`src/core/nfs_defines.svh`:
```
// Constants of the NAND host sequencer: pin timing, command bytes, layout
// Assumes a 4 ns system clock; long busy limits become top-level parameters
`ifndef NFS_DEFINES_SVH
`define NFS_DEFINES_SVH
`define NFS_CLK_NS    4
// Strobe low and high phases of one bus beat
`define NFS_LO_NS     40
`define NFS_HI_NS     20
`define NFS_LO_CYC    ((`NFS_LO_NS + `NFS_CLK_NS - 1) / `NFS_CLK_NS)
`define NFS_HI_CYC    ((`NFS_HI_NS + `NFS_CLK_NS - 1) / `NFS_CLK_NS)
// Read byte is taken this many cycles into the beat
`define NFS_SMP_CYC   (`NFS_LO_CYC + 1)
// Gap between last address and first data beat, also used for turnarounds
`define NFS_ADL_NS    100
`define NFS_ADL_CYC   ((`NFS_ADL_NS + `NFS_CLK_NS - 1) / `NFS_CLK_NS)
// Strobe-high-to-busy wait, plus pin register and synchroniser latency
`define NFS_WB_NS     100
`define NFS_SYNC_CYC  4
`define NFS_WB_CYC    ((`NFS_WB_NS + `NFS_CLK_NS - 1) / `NFS_CLK_NS + `NFS_SYNC_CYC)
// Longest busy times
`define NFS_READ_US   25
`define NFS_PROG_US   700
`define NFS_ERASE_US  2000
`define NFS_RST_US    500
// Command bytes
`define NFS_CMD_RD1   8'h00
`define NFS_CMD_RD2   8'h30
`define NFS_CMD_PG1   8'h80
`define NFS_CMD_PG2   8'h10
`define NFS_CMD_ER1   8'h60
`define NFS_CMD_ER2   8'hd0
`define NFS_CMD_STAT  8'h70
`define NFS_CMD_RST   8'hff
// Layout and limits
`define NFS_MARK_COL  12'h800
`define NFS_ERASED    8'hff
`define NFS_ST_FAIL   0
`define NFS_NOP_MAX   3'h4
`define NFS_ECC_LAST  9'h1ff
`define NFS_NBLK      2048
`endif

```
`src/core/nfs_pkg.sv`:
```
// Types shared by the NAND host sequencer and its bench
// Assumes nfs_defines.svh holds every number other than the enum codes below
package nfs_pkg;
  typedef enum logic [2:0] {
    OP_READ  = 3'h0,
    OP_PROG  = 3'h1,
    OP_ERASE = 3'h2,
    OP_RESET = 3'h3,
    OP_SCAN  = 3'h4
  } nfs_op_t;
  typedef enum logic [3:0] {
    S_IDLE  = 4'h0,
    S_CMD1  = 4'h1,
    S_ADDR  = 4'h3,
    S_GAP   = 4'h2,
    S_WDAT  = 4'h6,
    S_CMD2  = 4'h7,
    S_WB    = 4'h5,
    S_BUSY  = 4'h4,
    S_RDAT  = 4'hc,
    S_STCMD = 4'hd,
    S_STRD  = 4'hf,
    S_DONE  = 4'he
  } nfs_state_t;
endpackage

```
`src/core/nfs_ecc.sv`:
```
// Hamming code generator: 24-bit code over each run of 512 bytes
// Assumes bytes arrive one per in_valid cycle; clr restarts a run
`timescale 1ns/100ps
`default_nettype none
`include "nfs_defines.svh"
module nfs_ecc (
  // Clock, reset, enable
  input  wire logic        clk,
  input  wire logic        rst_n,
  input  wire logic        ce,
  // Byte stream
  input  wire logic        clr,
  input  wire logic        in_valid,
  input  wire logic [7:0]  in_byte,
  // Code
  output logic      [23:0] code,
  output logic             code_valid
);
  logic [8:0] idx_r;
  logic [8:0] lpo_r;
  logic [8:0] lpe_r;
  logic [2:0] cpo_r;
  logic [2:0] cpe_r;
  logic [8:0] lpo_nxt;
  logic [8:0] lpe_nxt;
  logic [2:0] cpo_nxt;
  logic [2:0] cpe_nxt;
  wire        bp   = ^in_byte;
  wire        wrap = in_valid & (idx_r == `NFS_ECC_LAST);

  // Parity of the bits whose index has bit k equal to sel
  function automatic logic col_par(input logic [7:0] b, input int k, input logic sel);
    logic p;
    p = 1'b0;
    for (int i = 0; i < 8; i++) begin
      if (i[k] == sel) p = p ^ b[i];
    end
    return p;
  endfunction

  for (genvar g = 0; g < 9; g++) begin : g_line
    assign lpo_nxt[g] = lpo_r[g] ^ (bp & idx_r[g]);
    assign lpe_nxt[g] = lpe_r[g] ^ (bp & ~idx_r[g]);
  end
  for (genvar g = 0; g < 3; g++) begin : g_col
    assign cpo_nxt[g] = cpo_r[g] ^ col_par(in_byte, g, 1'b1);
    assign cpe_nxt[g] = cpe_r[g] ^ col_par(in_byte, g, 1'b0);
  end

  always_ff @(posedge clk or negedge rst_n) begin
    if (!rst_n) begin
      {idx_r, lpo_r, lpe_r, cpo_r, cpe_r} <= 33'h0;
      code       <= 24'h0;
      code_valid <= 1'b0;
    end else if (ce) begin
      code_valid <= wrap & ~clr;
      if (clr | wrap) {idx_r, lpo_r, lpe_r, cpo_r, cpe_r} <= 33'h0;
      else if (in_valid) begin
        idx_r <= idx_r + 9'h1;
        {lpo_r, lpe_r, cpo_r, cpe_r} <= {lpo_nxt, lpe_nxt, cpo_nxt, cpe_nxt};
      end
      if (wrap & ~clr) code <= {lpo_nxt, lpe_nxt, cpo_nxt, cpe_nxt};
    end
  end
endmodule
`default_nettype wire

```
`src/core/nfs_host.sv`:
```
// Host-side NAND flash sequencer: read, program, erase, reset, mark scan
// Assumes an 8-bit asynchronous NAND on the pins; io and rb_n are async
`timescale 1ns/100ps
`default_nettype none
`include "nfs_defines.svh"
// Behaviour
// - At most 4 partial programs to one page between block erases; only the most recently programmed page is counted.
// - At least 100 ns from last address strobe to first data strobe.
// - Latch and select controls change at most once per write strobe low.
// - Never erase the factory invalid-block mark; erase is refused only for blocks marked bad by a scan or failed status.
// - Keep a table of invalid blocks and map them out.
// - On a failed program or erase status, retire the block.
// - Check all read data with an error-correcting code; the code only generates a 24-bit code per 512 bytes and checks nothing.
// - Correct single-bit errors by code rather than block retirement; no correction is done.
module nfs_host #(
  parameter int unsigned P_READ_CYC  = `NFS_READ_US * 1000 / `NFS_CLK_NS,
  parameter int unsigned P_PROG_CYC  = `NFS_PROG_US * 1000 / `NFS_CLK_NS,
  parameter int unsigned P_ERASE_CYC = `NFS_ERASE_US * 1000 / `NFS_CLK_NS,
  parameter int unsigned P_RST_CYC   = `NFS_RST_US * 1000 / `NFS_CLK_NS
) (
  // Clock, reset, enable
  input  wire logic             clk,
  input  wire logic             rst_n,
  input  wire logic             ce,
  // Command port
  input  wire logic             cmd_valid,
  output logic                  cmd_ready,
  input  wire nfs_pkg::nfs_op_t cmd_op,
  input  wire logic [10:0]      cmd_block,
  input  wire logic [5:0]       cmd_page,
  input  wire logic [11:0]      cmd_col,
  input  wire logic [11:0]      cmd_len,
  // Program data
  input  wire logic             wr_valid,
  output logic                  wr_ready,
  input  wire logic [7:0]       wr_data,
  // Read data
  output logic [7:0]            rd_data,
  output logic                  rd_valid,
  // Result
  output logic                  done,
  output logic                  res_fail,
  output logic                  res_timeout,
  output logic                  res_refused,
  // Error-correcting code
  output logic [23:0]           ecc_code,
  output logic                  ecc_valid,
  // Flash pins
  output logic                  cle,
  output logic                  ale,
  output logic                  ce_n,
  output logic                  we_n,
  output logic                  read_strobe_n,
  output logic                  wp_n,
  output logic [7:0]            io_out,
  output logic                  io_oe,
  input  wire logic [7:0]       io_in,
  input  wire logic             rb_n
);
  // ****************************************
  // Reset release and pin synchronisers
  // ****************************************
  logic [1:0] rst_q;
  logic [7:0] io_q1;
  logic [7:0] io_s;
  logic       rb_q1;
  logic       rb_s;
  wire        rst_s_n = rst_q[1];

  always_ff @(posedge clk or negedge rst_n) begin
    if (!rst_n) rst_q <= 2'h0;
    else if (ce) rst_q <= {rst_q[0], 1'b1};
  end
  always_ff @(posedge clk or negedge rst_s_n) begin
    if (!rst_s_n) begin
      {io_q1, io_s} <= 16'h0;
      {rb_q1, rb_s} <= 2'h0;
    end else if (ce) begin
      {io_q1, io_s} <= {io_in, io_q1};
      {rb_q1, rb_s} <= {rb_n, rb_q1};
    end
  end

  // ****************************************
  // State and decode
  // ****************************************
  nfs_pkg::nfs_state_t st_r;
  nfs_pkg::nfs_state_t st_nxt;
  nfs_pkg::nfs_op_t    op_r;
  logic [10:0]         blk_r;
  logic [5:0]          page_r;
  logic [11:0]         col_r;
  logic [11:0]         last_r;
  logic [11:0]         cnt_r;
  logic [11:0]         cnt_nxt;
  logic [4:0]          ph_r;
  logic [19:0]         wt_r;
  logic [19:0]         wt_nxt;
  logic                stat_r;
  logic                stat_nxt;
  logic                tmo_nxt;
  logic [7:0]          wd_r;
  logic [16:0]         nop_addr_r;
  logic [2:0]          nop_cnt_r;
  logic                bad_tbl [`NFS_NBLK];

  function automatic logic is_pe(input nfs_pkg::nfs_op_t op);
    return (op == nfs_pkg::OP_PROG) | (op == nfs_pkg::OP_ERASE);
  endfunction

  wire idle    = st_r == nfs_pkg::S_IDLE;
  wire wr_st   = (st_r == nfs_pkg::S_CMD1) | (st_r == nfs_pkg::S_ADDR) |
                 (st_r == nfs_pkg::S_WDAT) | (st_r == nfs_pkg::S_CMD2) |
                 (st_r == nfs_pkg::S_STCMD);
  wire rd_st   = (st_r == nfs_pkg::S_RDAT) | (st_r == nfs_pkg::S_STRD);
  wire lo      = ph_r < 5'(`NFS_LO_CYC);
  wire ph_end  = ph_r == 5'(`NFS_LO_CYC + `NFS_HI_CYC - 1);
  wire smp     = rd_st & (ph_r == 5'(`NFS_SMP_CYC));
  wire wt_end  = wt_r == 20'h0;
  wire stall   = (st_r == nfs_pkg::S_WDAT) & (ph_r == 5'h0) & ~wr_valid;
  wire take    = ce & cmd_valid & cmd_ready;
  wire wr_take = ce & wr_valid & wr_ready;
  wire rd_take = smp & (st_r == nfs_pkg::S_RDAT);
  wire same_pg = {cmd_block, cmd_page} == nop_addr_r;
  wire refuse  = (cmd_op > nfs_pkg::OP_SCAN) |
                 (is_pe(cmd_op) & bad_tbl[cmd_block]) |
                 ((cmd_op == nfs_pkg::OP_PROG) & same_pg &
                  (nop_cnt_r >= `NFS_NOP_MAX));
  wire mark_bad = ce & smp & (((op_r == nfs_pkg::OP_SCAN) & (io_s != `NFS_ERASED)) |
                  ((st_r == nfs_pkg::S_STRD) & io_s[`NFS_ST_FAIL]));
  wire [19:0] busy_lim =
    (op_r == nfs_pkg::OP_PROG)  ? 20'(P_PROG_CYC) :
    (op_r == nfs_pkg::OP_ERASE) ? 20'(P_ERASE_CYC) :
    (op_r == nfs_pkg::OP_RESET) ? 20'(P_RST_CYC) : 20'(P_READ_CYC);

  assign cmd_ready = idle & rb_s;
  assign wr_ready  = (st_r == nfs_pkg::S_WDAT) & (ph_r == 5'h0);
  assign done      = ce & (st_r == nfs_pkg::S_DONE) & wt_end;

  // ****************************************
  // Bytes put on the bus
  // ****************************************
  wire [7:0] addr_byte =
    (cnt_r[2:0] == 3'h0) ? col_r[7:0] :
    (cnt_r[2:0] == 3'h1) ? {4'h0, col_r[11:8]} :
    (cnt_r[2:0] == 3'h2) ? {blk_r[1:0], page_r} :
    (cnt_r[2:0] == 3'h3) ? blk_r[9:2] : {7'h0, blk_r[10]};
  wire [7:0] cmd1_byte =
    (op_r == nfs_pkg::OP_PROG)  ? `NFS_CMD_PG1 :
    (op_r == nfs_pkg::OP_ERASE) ? `NFS_CMD_ER1 :
    (op_r == nfs_pkg::OP_RESET) ? `NFS_CMD_RST : `NFS_CMD_RD1;
  wire [7:0] cmd2_byte =
    (op_r == nfs_pkg::OP_PROG)  ? `NFS_CMD_PG2 :
    (op_r == nfs_pkg::OP_ERASE) ? `NFS_CMD_ER2 : `NFS_CMD_RD2;
  wire [7:0] out_byte =
    (st_r == nfs_pkg::S_CMD1)  ? cmd1_byte :
    (st_r == nfs_pkg::S_ADDR)  ? addr_byte :
    (st_r == nfs_pkg::S_CMD2)  ? cmd2_byte :
    (st_r == nfs_pkg::S_STCMD) ? `NFS_CMD_STAT : wd_r;

  // ****************************************
  // Sequencer
  // ****************************************
  always_comb begin
    st_nxt   = st_r;
    cnt_nxt  = cnt_r;
    wt_nxt   = wt_end ? wt_r : wt_r - 20'h1;
    stat_nxt = stat_r;
    tmo_nxt  = 1'b0;
    unique case (st_r)
      nfs_pkg::S_IDLE: if (take) begin
        st_nxt   = refuse ? nfs_pkg::S_DONE : nfs_pkg::S_CMD1;
        cnt_nxt  = (cmd_op == nfs_pkg::OP_ERASE) ? 12'h2 : 12'h0;
        wt_nxt   = 20'(`NFS_ADL_CYC);
        stat_nxt = 1'b0;
      end
      nfs_pkg::S_CMD1: if (ph_end) begin
        st_nxt = (op_r == nfs_pkg::OP_RESET) ? nfs_pkg::S_WB : nfs_pkg::S_ADDR;
        wt_nxt = 20'(`NFS_WB_CYC);
      end
      nfs_pkg::S_ADDR: if (ph_end) begin
        cnt_nxt = cnt_r + 12'h1;
        if (cnt_r == 12'h4) begin
          cnt_nxt = 12'h0;
          st_nxt  = (op_r == nfs_pkg::OP_PROG) ? nfs_pkg::S_GAP : nfs_pkg::S_CMD2;
          wt_nxt  = 20'(`NFS_ADL_CYC);
        end
      end
      nfs_pkg::S_GAP: if (wt_end) begin
        st_nxt = stat_r ? nfs_pkg::S_STRD : nfs_pkg::S_WDAT;
      end
      nfs_pkg::S_WDAT: if (ph_end) begin
        cnt_nxt = cnt_r + 12'h1;
        if (cnt_r == last_r) st_nxt = nfs_pkg::S_CMD2;
      end
      nfs_pkg::S_CMD2: if (ph_end) begin
        st_nxt = nfs_pkg::S_WB;
        wt_nxt = 20'(`NFS_WB_CYC);
      end
      nfs_pkg::S_WB: if (wt_end) begin
        st_nxt = nfs_pkg::S_BUSY;
        wt_nxt = busy_lim;
      end
      nfs_pkg::S_BUSY: if (rb_s) begin
        cnt_nxt = 12'h0;
        wt_nxt  = 20'(`NFS_ADL_CYC);
        st_nxt  = is_pe(op_r) ? nfs_pkg::S_STCMD :
                  (op_r == nfs_pkg::OP_RESET) ? nfs_pkg::S_DONE : nfs_pkg::S_RDAT;
      end else if (wt_end) begin
        st_nxt  = nfs_pkg::S_DONE;
        wt_nxt  = 20'(`NFS_ADL_CYC);
        tmo_nxt = 1'b1;
      end
      nfs_pkg::S_RDAT: if (ph_end) begin
        cnt_nxt = cnt_r + 12'h1;
        if (cnt_r == last_r) begin
          st_nxt = nfs_pkg::S_DONE;
          wt_nxt = 20'(`NFS_ADL_CYC);
        end
      end
      nfs_pkg::S_STCMD: if (ph_end) begin
        st_nxt   = nfs_pkg::S_GAP;
        wt_nxt   = 20'(`NFS_ADL_CYC);
        stat_nxt = 1'b1;
      end
      nfs_pkg::S_STRD: if (ph_end) begin
        st_nxt = nfs_pkg::S_DONE;
        wt_nxt = 20'(`NFS_ADL_CYC);
      end
      nfs_pkg::S_DONE: if (wt_end) st_nxt = nfs_pkg::S_IDLE;
      default: st_nxt = nfs_pkg::S_IDLE;
    endcase
  end

  always_ff @(posedge clk or negedge rst_s_n) begin
    if (!rst_s_n) begin
      st_r   <= nfs_pkg::S_IDLE;
      {cnt_r, wt_r, ph_r, stat_r} <= 38'h0;
    end else if (ce) begin
      st_r   <= st_nxt;
      cnt_r  <= cnt_nxt;
      wt_r   <= wt_nxt;
      stat_r <= stat_nxt;
      ph_r   <= (!(wr_st | rd_st) || ph_end) ? 5'h0 : (stall ? ph_r : ph_r + 5'h1);
    end
  end

  // ****************************************
  // Command capture, partial-program count, results
  // ****************************************
  always_ff @(posedge clk or negedge rst_s_n) begin
    if (!rst_s_n) begin
      op_r <= nfs_pkg::OP_READ;
      {blk_r, page_r, col_r, last_r, wd_r} <= 49'h0;
      nop_addr_r <= 17'h0;
      nop_cnt_r  <= 3'h0;
      {res_fail, res_timeout, res_refused} <= 3'h0;
    end else if (ce) begin
      if (take) begin
        op_r   <= cmd_op;
        blk_r  <= cmd_block;
        page_r <= cmd_page;
        col_r  <= (cmd_op == nfs_pkg::OP_SCAN) ? `NFS_MARK_COL : cmd_col;
        last_r <= ((cmd_op == nfs_pkg::OP_SCAN) || cmd_len == 12'h0) ? 12'h0 :
                  cmd_len - 12'h1;
        {res_fail, res_timeout, res_refused} <= {2'h0, refuse};
        if (!refuse && cmd_op == nfs_pkg::OP_PROG) begin
          nop_addr_r <= {cmd_block, cmd_page};
          nop_cnt_r  <= same_pg ? nop_cnt_r + 3'h1 : 3'h1;
        end
        if (!refuse && cmd_op == nfs_pkg::OP_ERASE &&
            nop_addr_r[16:6] == cmd_block) nop_cnt_r <= 3'h0;
      end
      if (wr_take) wd_r <= wr_data;
      if (tmo_nxt) res_timeout <= 1'b1;
      if (mark_bad) res_fail <= 1'b1;
    end
  end

  // Invalid-block table, consulted before every program or erase
  always_ff @(posedge clk or negedge rst_s_n) begin
    if (!rst_s_n) begin
      for (int i = 0; i < `NFS_NBLK; i++) bad_tbl[i] <= 1'b0;
    end else if (mark_bad) begin
      bad_tbl[blk_r] <= 1'b1;
    end
  end

  // ****************************************
  // Pin registers
  // ****************************************
  always_ff @(posedge clk or negedge rst_s_n) begin
    if (!rst_s_n) begin
      {cle, ale, io_oe, wp_n, rd_valid} <= 5'h0;
      {ce_n, we_n, read_strobe_n} <= 3'h7;
      {io_out, rd_data} <= 16'h0;
    end else if (ce) begin
      cle  <= (st_r == nfs_pkg::S_CMD1) | (st_r == nfs_pkg::S_CMD2) |
              (st_r == nfs_pkg::S_STCMD);
      ale  <= st_r == nfs_pkg::S_ADDR;
      ce_n <= idle;
      we_n <= ~(wr_st & lo & ~stall);
      read_strobe_n <= ~(rd_st & lo);
      io_oe  <= wr_st;
      io_out <= out_byte;
      wp_n   <= ~idle & is_pe(op_r);
      rd_valid <= rd_take;
      if (smp) rd_data <= io_s;
    end
  end

  // ****************************************
  // Code over written and read bytes
  // ****************************************
  nfs_ecc u_ecc (
    .clk        (clk),
    .rst_n      (rst_s_n),
    .ce         (ce),
    .clr        (take),
    .in_valid   (wr_take | (ce & rd_take)),
    .in_byte    (rd_take ? io_s : wr_data),
    .code       (ecc_code),
    .code_valid (ecc_valid)
  );
endmodule
`default_nettype wire

```
`config.mk`:
```
export PLATFORM = sky130hd
export DESIGN_NAME = nfs_host
export DESIGN_NICKNAME = d
export VERILOG_FILES = /design/src/core/nfs_pkg.sv /design/src/core/nfs_ecc.sv /design/src/core/nfs_host.sv
export VERILOG_INCLUDE_DIRS = /design/src /design/src/core
export SDC_FILE = /design/constraint.sdc
export NUM_CORES = 2
export LEC_CHECK = 0
export BUFFER_PORTS_ARGS = -buffer_cell sky130_fd_sc_hd__buf_2
export CAP_MARGIN = 20
export CELL_PAD_IN_SITES_DETAIL_PLACEMENT = 1
export CELL_PAD_IN_SITES_GLOBAL_PLACEMENT = 1
export CORE_MARGIN = 4
export CORE_UTILIZATION = 30
export DETAILED_ROUTE_END_ITERATION = 8
export PLACE_DENSITY_LB_ADDON = 0.1
export SLEW_MARGIN = 20
export SYNTH_ARGS = -nofsm -noshare
export SYNTH_HDL_FRONTEND = slang
export SYNTH_HIERARCHICAL = 1
export SYNTH_SLANG_ARGS = --single-unit
```
`constraint.sdc`:
```
create_clock -name clk -period 71.5 [get_ports clk]
set_clock_uncertainty 0.2 [all_clocks]
set_input_delay 10.725 -clock clk [delete_from_list [all_inputs] [get_ports clk]]
set_output_delay 10.725 -clock clk [all_outputs]
set_load 0.1 [all_outputs]
```
==> impl_metrics.env <==
export IMPL_synth_lib_cells_used_distinct=89
export IMPL_fp_dieW_um=579
export IMPL_route_final_wire_length_mm=377
export IMPL_cts_max_level=5
export IMPL_fp_dieH_um=579
export IMPL_totalNegativeSetupSlack_ps=0
export IMPL_synth_cells=7335
export IMPL_synth_warning_count=6
export IMPL_clock_root_buffer="sky130_fd_sc_hd__clkbuf_16"
export IMPL_share_of_layout_cells_above_drive_strength_1_pct=19.1
export IMPL_global_route_overflow_total=0
export IMPL_synth_compound_gate_area_share_pct=19.9
export IMPL_ys_seq_elements=2267
export IMPL_row_count=209
export IMPL_timing_max_transition_violations_final=0
export IMPL_vdd_ir_drop_worst_mv=0.0303
export IMPL_antenna_found_initial=20
export IMPL_wire_per_inst_um=31.8
export IMPL_place_worst_setup_slack_ps=48720
export IMPL_setup_viol=0
export IMPL_least_setup_slack_across_all_paths_after_layout_ps=48750
export IMPL_route_vias_total=65151
export IMPL_dp_hpwl_mm=219
export IMPL_synth_top_flop_cell="sky130_fd_sc_hd__dfrtp_1"
export IMPL_routabilityCongestion=0.781
export IMPL_muxShareOfSynthArea_pct=13.6
export IMPL_syn_nets=7417
export IMPL_timing_critical_path_to_type="primary output"
export IMPL_timing_setup_critical_path_class="in -> out"
export IMPL_grt_max_degree=176
export IMPL_route_antenna_remaining_nets=0
export IMPL_cpPeakStageDelay_ps=470
export IMPL_portBuffers=120
export IMPL_numCtsBuffers=274
export IMPL_finalHoldViolCount=0
export IMPL_cts_hold_buf=0
export IMPL_detail_route_vias_per_cell=5.51
export IMPL_worstPathArrival_ps=11830
export IMPL_synth_seq_area_share_pct=58.1
export IMPL_worst_r2r_path_depth=9
export IMPL_final_hold_worst_slack_ps=146
export IMPL_synth_top_family_by_area="compound AO/OA/AOI/OAI gates"
export IMPL_clock_tree_from_tritoncts="yes"
export IMPL_via_count_of_the_first_global_routing_pass=70428
export IMPL_postSynth_asyncResetShare_pct=100
export IMPL_worstMarginPinSlew_ps=1220
export IMPL_utilization_pct=34.7
export IMPL_achievable_frequency_mhz=44.0
export IMPL_critical_path_n_buffers_inverters=2
export IMPL_design_core_area_um2=324000
export IMPL_powerDensity_nw_per_um2=28.9
export IMPL_die_area_um2=335000
export IMPL_grt_total_usage_pct=22.4
export IMPL_min_period_over_period_pct=31.8
export IMPL_clock_insertion_delay_worst_skew_ps=890
export IMPL_drc_errors=0
export IMPL_floorplan_io_pins=121
export IMPL_area_growth_pct=15.1
export IMPL_cp_top_family="buffers and inverters"
export IMPL_max_cap_violations=0
export IMPL_crit_chain="buf_4 -> nand2_1 -> nor3_1 -> buf_2"
export IMPL_min_period_ps=22750
export IMPL_synth_edff_count=0
export IMPL_synth_cell_area_um2=97700
export IMPL_regToRegStartpoint="st_r[2]$_DFFE_PN0P_"
export IMPL_grt_pass1_wl_mm=547
export IMPL_worst_case_register_to_register_setup_slack_ps=65530
export IMPL_r2r_end="bad_tbl[1610]$_DFFE_PN0P_"
export IMPL_initial_utilization_pct=30.1
export IMPL_synth_area_in_xor_xnor_pct=0.722
export IMPL_p_leak_nw=50.1
export IMPL_worstPathMaxFanout=23
export IMPL_outcome="finished, final reports clean"
export IMPL_num_nets_final=7381
export IMPL_crit_path_top_delay_cell="sky130_fd_sc_hd__buf_2"
export IMPL_syn_mean_instance_area_um2=13.3
export IMPL_dr_first_iter_drc_count=4490
export IMPL_post_synth_and_or_nand_nor_area_fraction_pct=4.33
export IMPL_cp_start_kind="input port"
export IMPL_slew_headroom_pct=18.1
export IMPL_clock_sinks=2267
export IMPL_cp_data_required_time_ps=60580
export IMPL_cts_repair_resize_count=0
export IMPL_worst_setup_hold_path_clk_slew_ps=60
export IMPL_synthAdderAreaFrac_pct=0.205
export IMPL_rsz_0062_raised_after_global_routing="false"
export IMPL_worst_hold_path_type="reg -> async"
export IMPL_cts_repair_timing_setup_buffer_count=0
export IMPL_p_total_mw=3.25
export IMPL_clockBufferDepth=4
export IMPL_drt_first_pass_iters=5
export IMPL_worst_setup_path_startpoint="ce"
## area by class of cell
class                   instances  area, um2
fillers                     33762     212000
well taps                    4325       5410
diodes                          5       12.5
clock inverters                87       1150
flip-flops and latches       2267      56700
inverters                      46        173
repair buffers                337       2590
multi-input cells            4373      38300
clock buffers                 394       8070
## per-layer routing
metal | vias to the layer above | wire length [um] | share of wire (%) | GRT usage (%)
met4 | 4 | 9500 | 2.5 | 5.43
met2 | 1491 | 178000 | 47 | 36.6
met1 | 36248 | 173000 | 46 | 31.6
li1 | 26931 | - | - | -
met3 | 477 | 15600 | 4.1 | 2.79
met5 | - | 34 | 0.0090 | 0
## worst max path at each step
| stage | endpoint | slack [ps] | cells past startpoint |
|---|---|---|---|
| final | done | 48750 | 4 |
| after global routing | done | 48660 | 4 |
| after CTS | done | 48730 | 4 |
| after detailed placement | done | 48720 | 4 |
| after global placement | done | 48820 | 4 |
| after floorplan | ale$_DFFE_PN0P_ | 3420 | 0 |
## logic make-up (layout without fill, tap and decap cells)
kind of cell               Yosys count  in the layout
DFF                               2267           2267
other                                0              5
and+or+nand+nor                    903            903
adders and majority gates           16             16
buffers and inverters              695            864
xor gates and xnor gates            78             78
muxes                              728            728
AOI/OAI and AO/OA                 2648           2648
## state kept, by name (all words and copies together), names as in the netlist, 11 cells and up
| register | cells |
|---|---|
| bad_tbl | 2048 |
| u_ecc/code | 24 |
| wt_r | 20 |
| nop_addr_r | 17 |
| cnt_r | 12 |
| col_r | 12 |
| last_r | 12 |
| blk_r | 11 |
## per-stage QoR
stage / cell area, um2 / cells
CTS: 112000 / 11826
global placement: 103000 / 11338
detailed placement: 103000 / 11345
global route: 112000 / 11831
floorplan: 97700 / 7335
finish: 112000 / 11834
## synth_stat cells (22+ instances only)
library cell | count | share of area (%)
sky130_fd_sc_hd__o21bai_1 | 2049 | 16
sky130_fd_sc_hd__a21oi_1 | 101 | 0.52
sky130_fd_sc_hd__xnor2_1 | 55 | 0.49
sky130_fd_sc_hd__buf_4 | 29 | 0.22
sky130_fd_sc_hd__a31oi_1 | 41 | 0.26
sky130_fd_sc_hd__o211ai_1 | 23 | 0.18
sky130_fd_sc_hd__nand2_1 | 383 | 1.5
sky130_fd_sc_hd__clkbuf_1 | 487 | 1.9
sky130_fd_sc_hd__o21ai_0 | 136 | 0.70
sky130_fd_sc_hd__buf_2 | 74 | 0.38
sky130_fd_sc_hd__nor3_1 | 50 | 0.26
sky130_fd_sc_hd__mux2i_1 | 182 | 1.9
sky130_fd_sc_hd__a22oi_1 | 70 | 0.54
sky130_fd_sc_hd__and3_1 | 22 | 0.14
sky130_fd_sc_hd__buf_6 | 31 | 0.36
sky130_fd_sc_hd__inv_1 | 38 | 0.15
sky130_fd_sc_hd__or3_1 | 23 | 0.15
sky130_fd_sc_hd__nor2b_1 | 37 | 0.24
sky130_fd_sc_hd__mux2_2 | 69 | 0.80
sky130_fd_sc_hd__nand3_1 | 75 | 0.38
sky130_fd_sc_hd__a22o_1 | 26 | 0.23
sky130_fd_sc_hd__o22ai_1 | 35 | 0.22
sky130_fd_sc_hd__nor4_1 | 32 | 0.20
sky130_fd_sc_hd__nor2_1 | 163 | 0.63
sky130_fd_sc_hd__dfrtp_1 | 2264 | 58
sky130_fd_sc_hd__mux4_2 | 465 | 11
sky130_fd_sc_hd__a221oi_1 | 23 | 0.21
sky130_fd_sc_hd__nand2b_1 | 28 | 0.18
## cell usage in the layout (no fill, tap or decap), drive strengths merged, types with 10 or more instances in the layout
cell type  count
nand4         19
mux2          79
and2          12
bufinv        18
a22oi         70
nand3         75
inv           58
nand2        383
or3           23
nor4          32
xnor2         58
a211oi        16
nand2b        28
a32o          10
and3          22
a21oi        102
o22ai         35
dfrtp       2264
nor2b         37
ha            16
mux2i        182
clkinv        52
or4           17
nor2         163
a22o          26
mux4         467
a211o         12
o21ai        140
o21bai      2049
o221ai        12
buf          337
xor2          20
a221oi        23
a31oi         41
nor3          50
o211ai        23
clkbuf       394
## power by group
| group | switching, mW | internal [mW] | total [mW] |
|---|---|---|---|
| Sequential | 0.0416 | 1.32 | 1.36 |
| Clock | 0.590 | 0.855 | 1.45 |
| Combinational | 0.350 | 0.0994 | 0.450 |
Note: power is estimated with default switching activity, not from simulation.
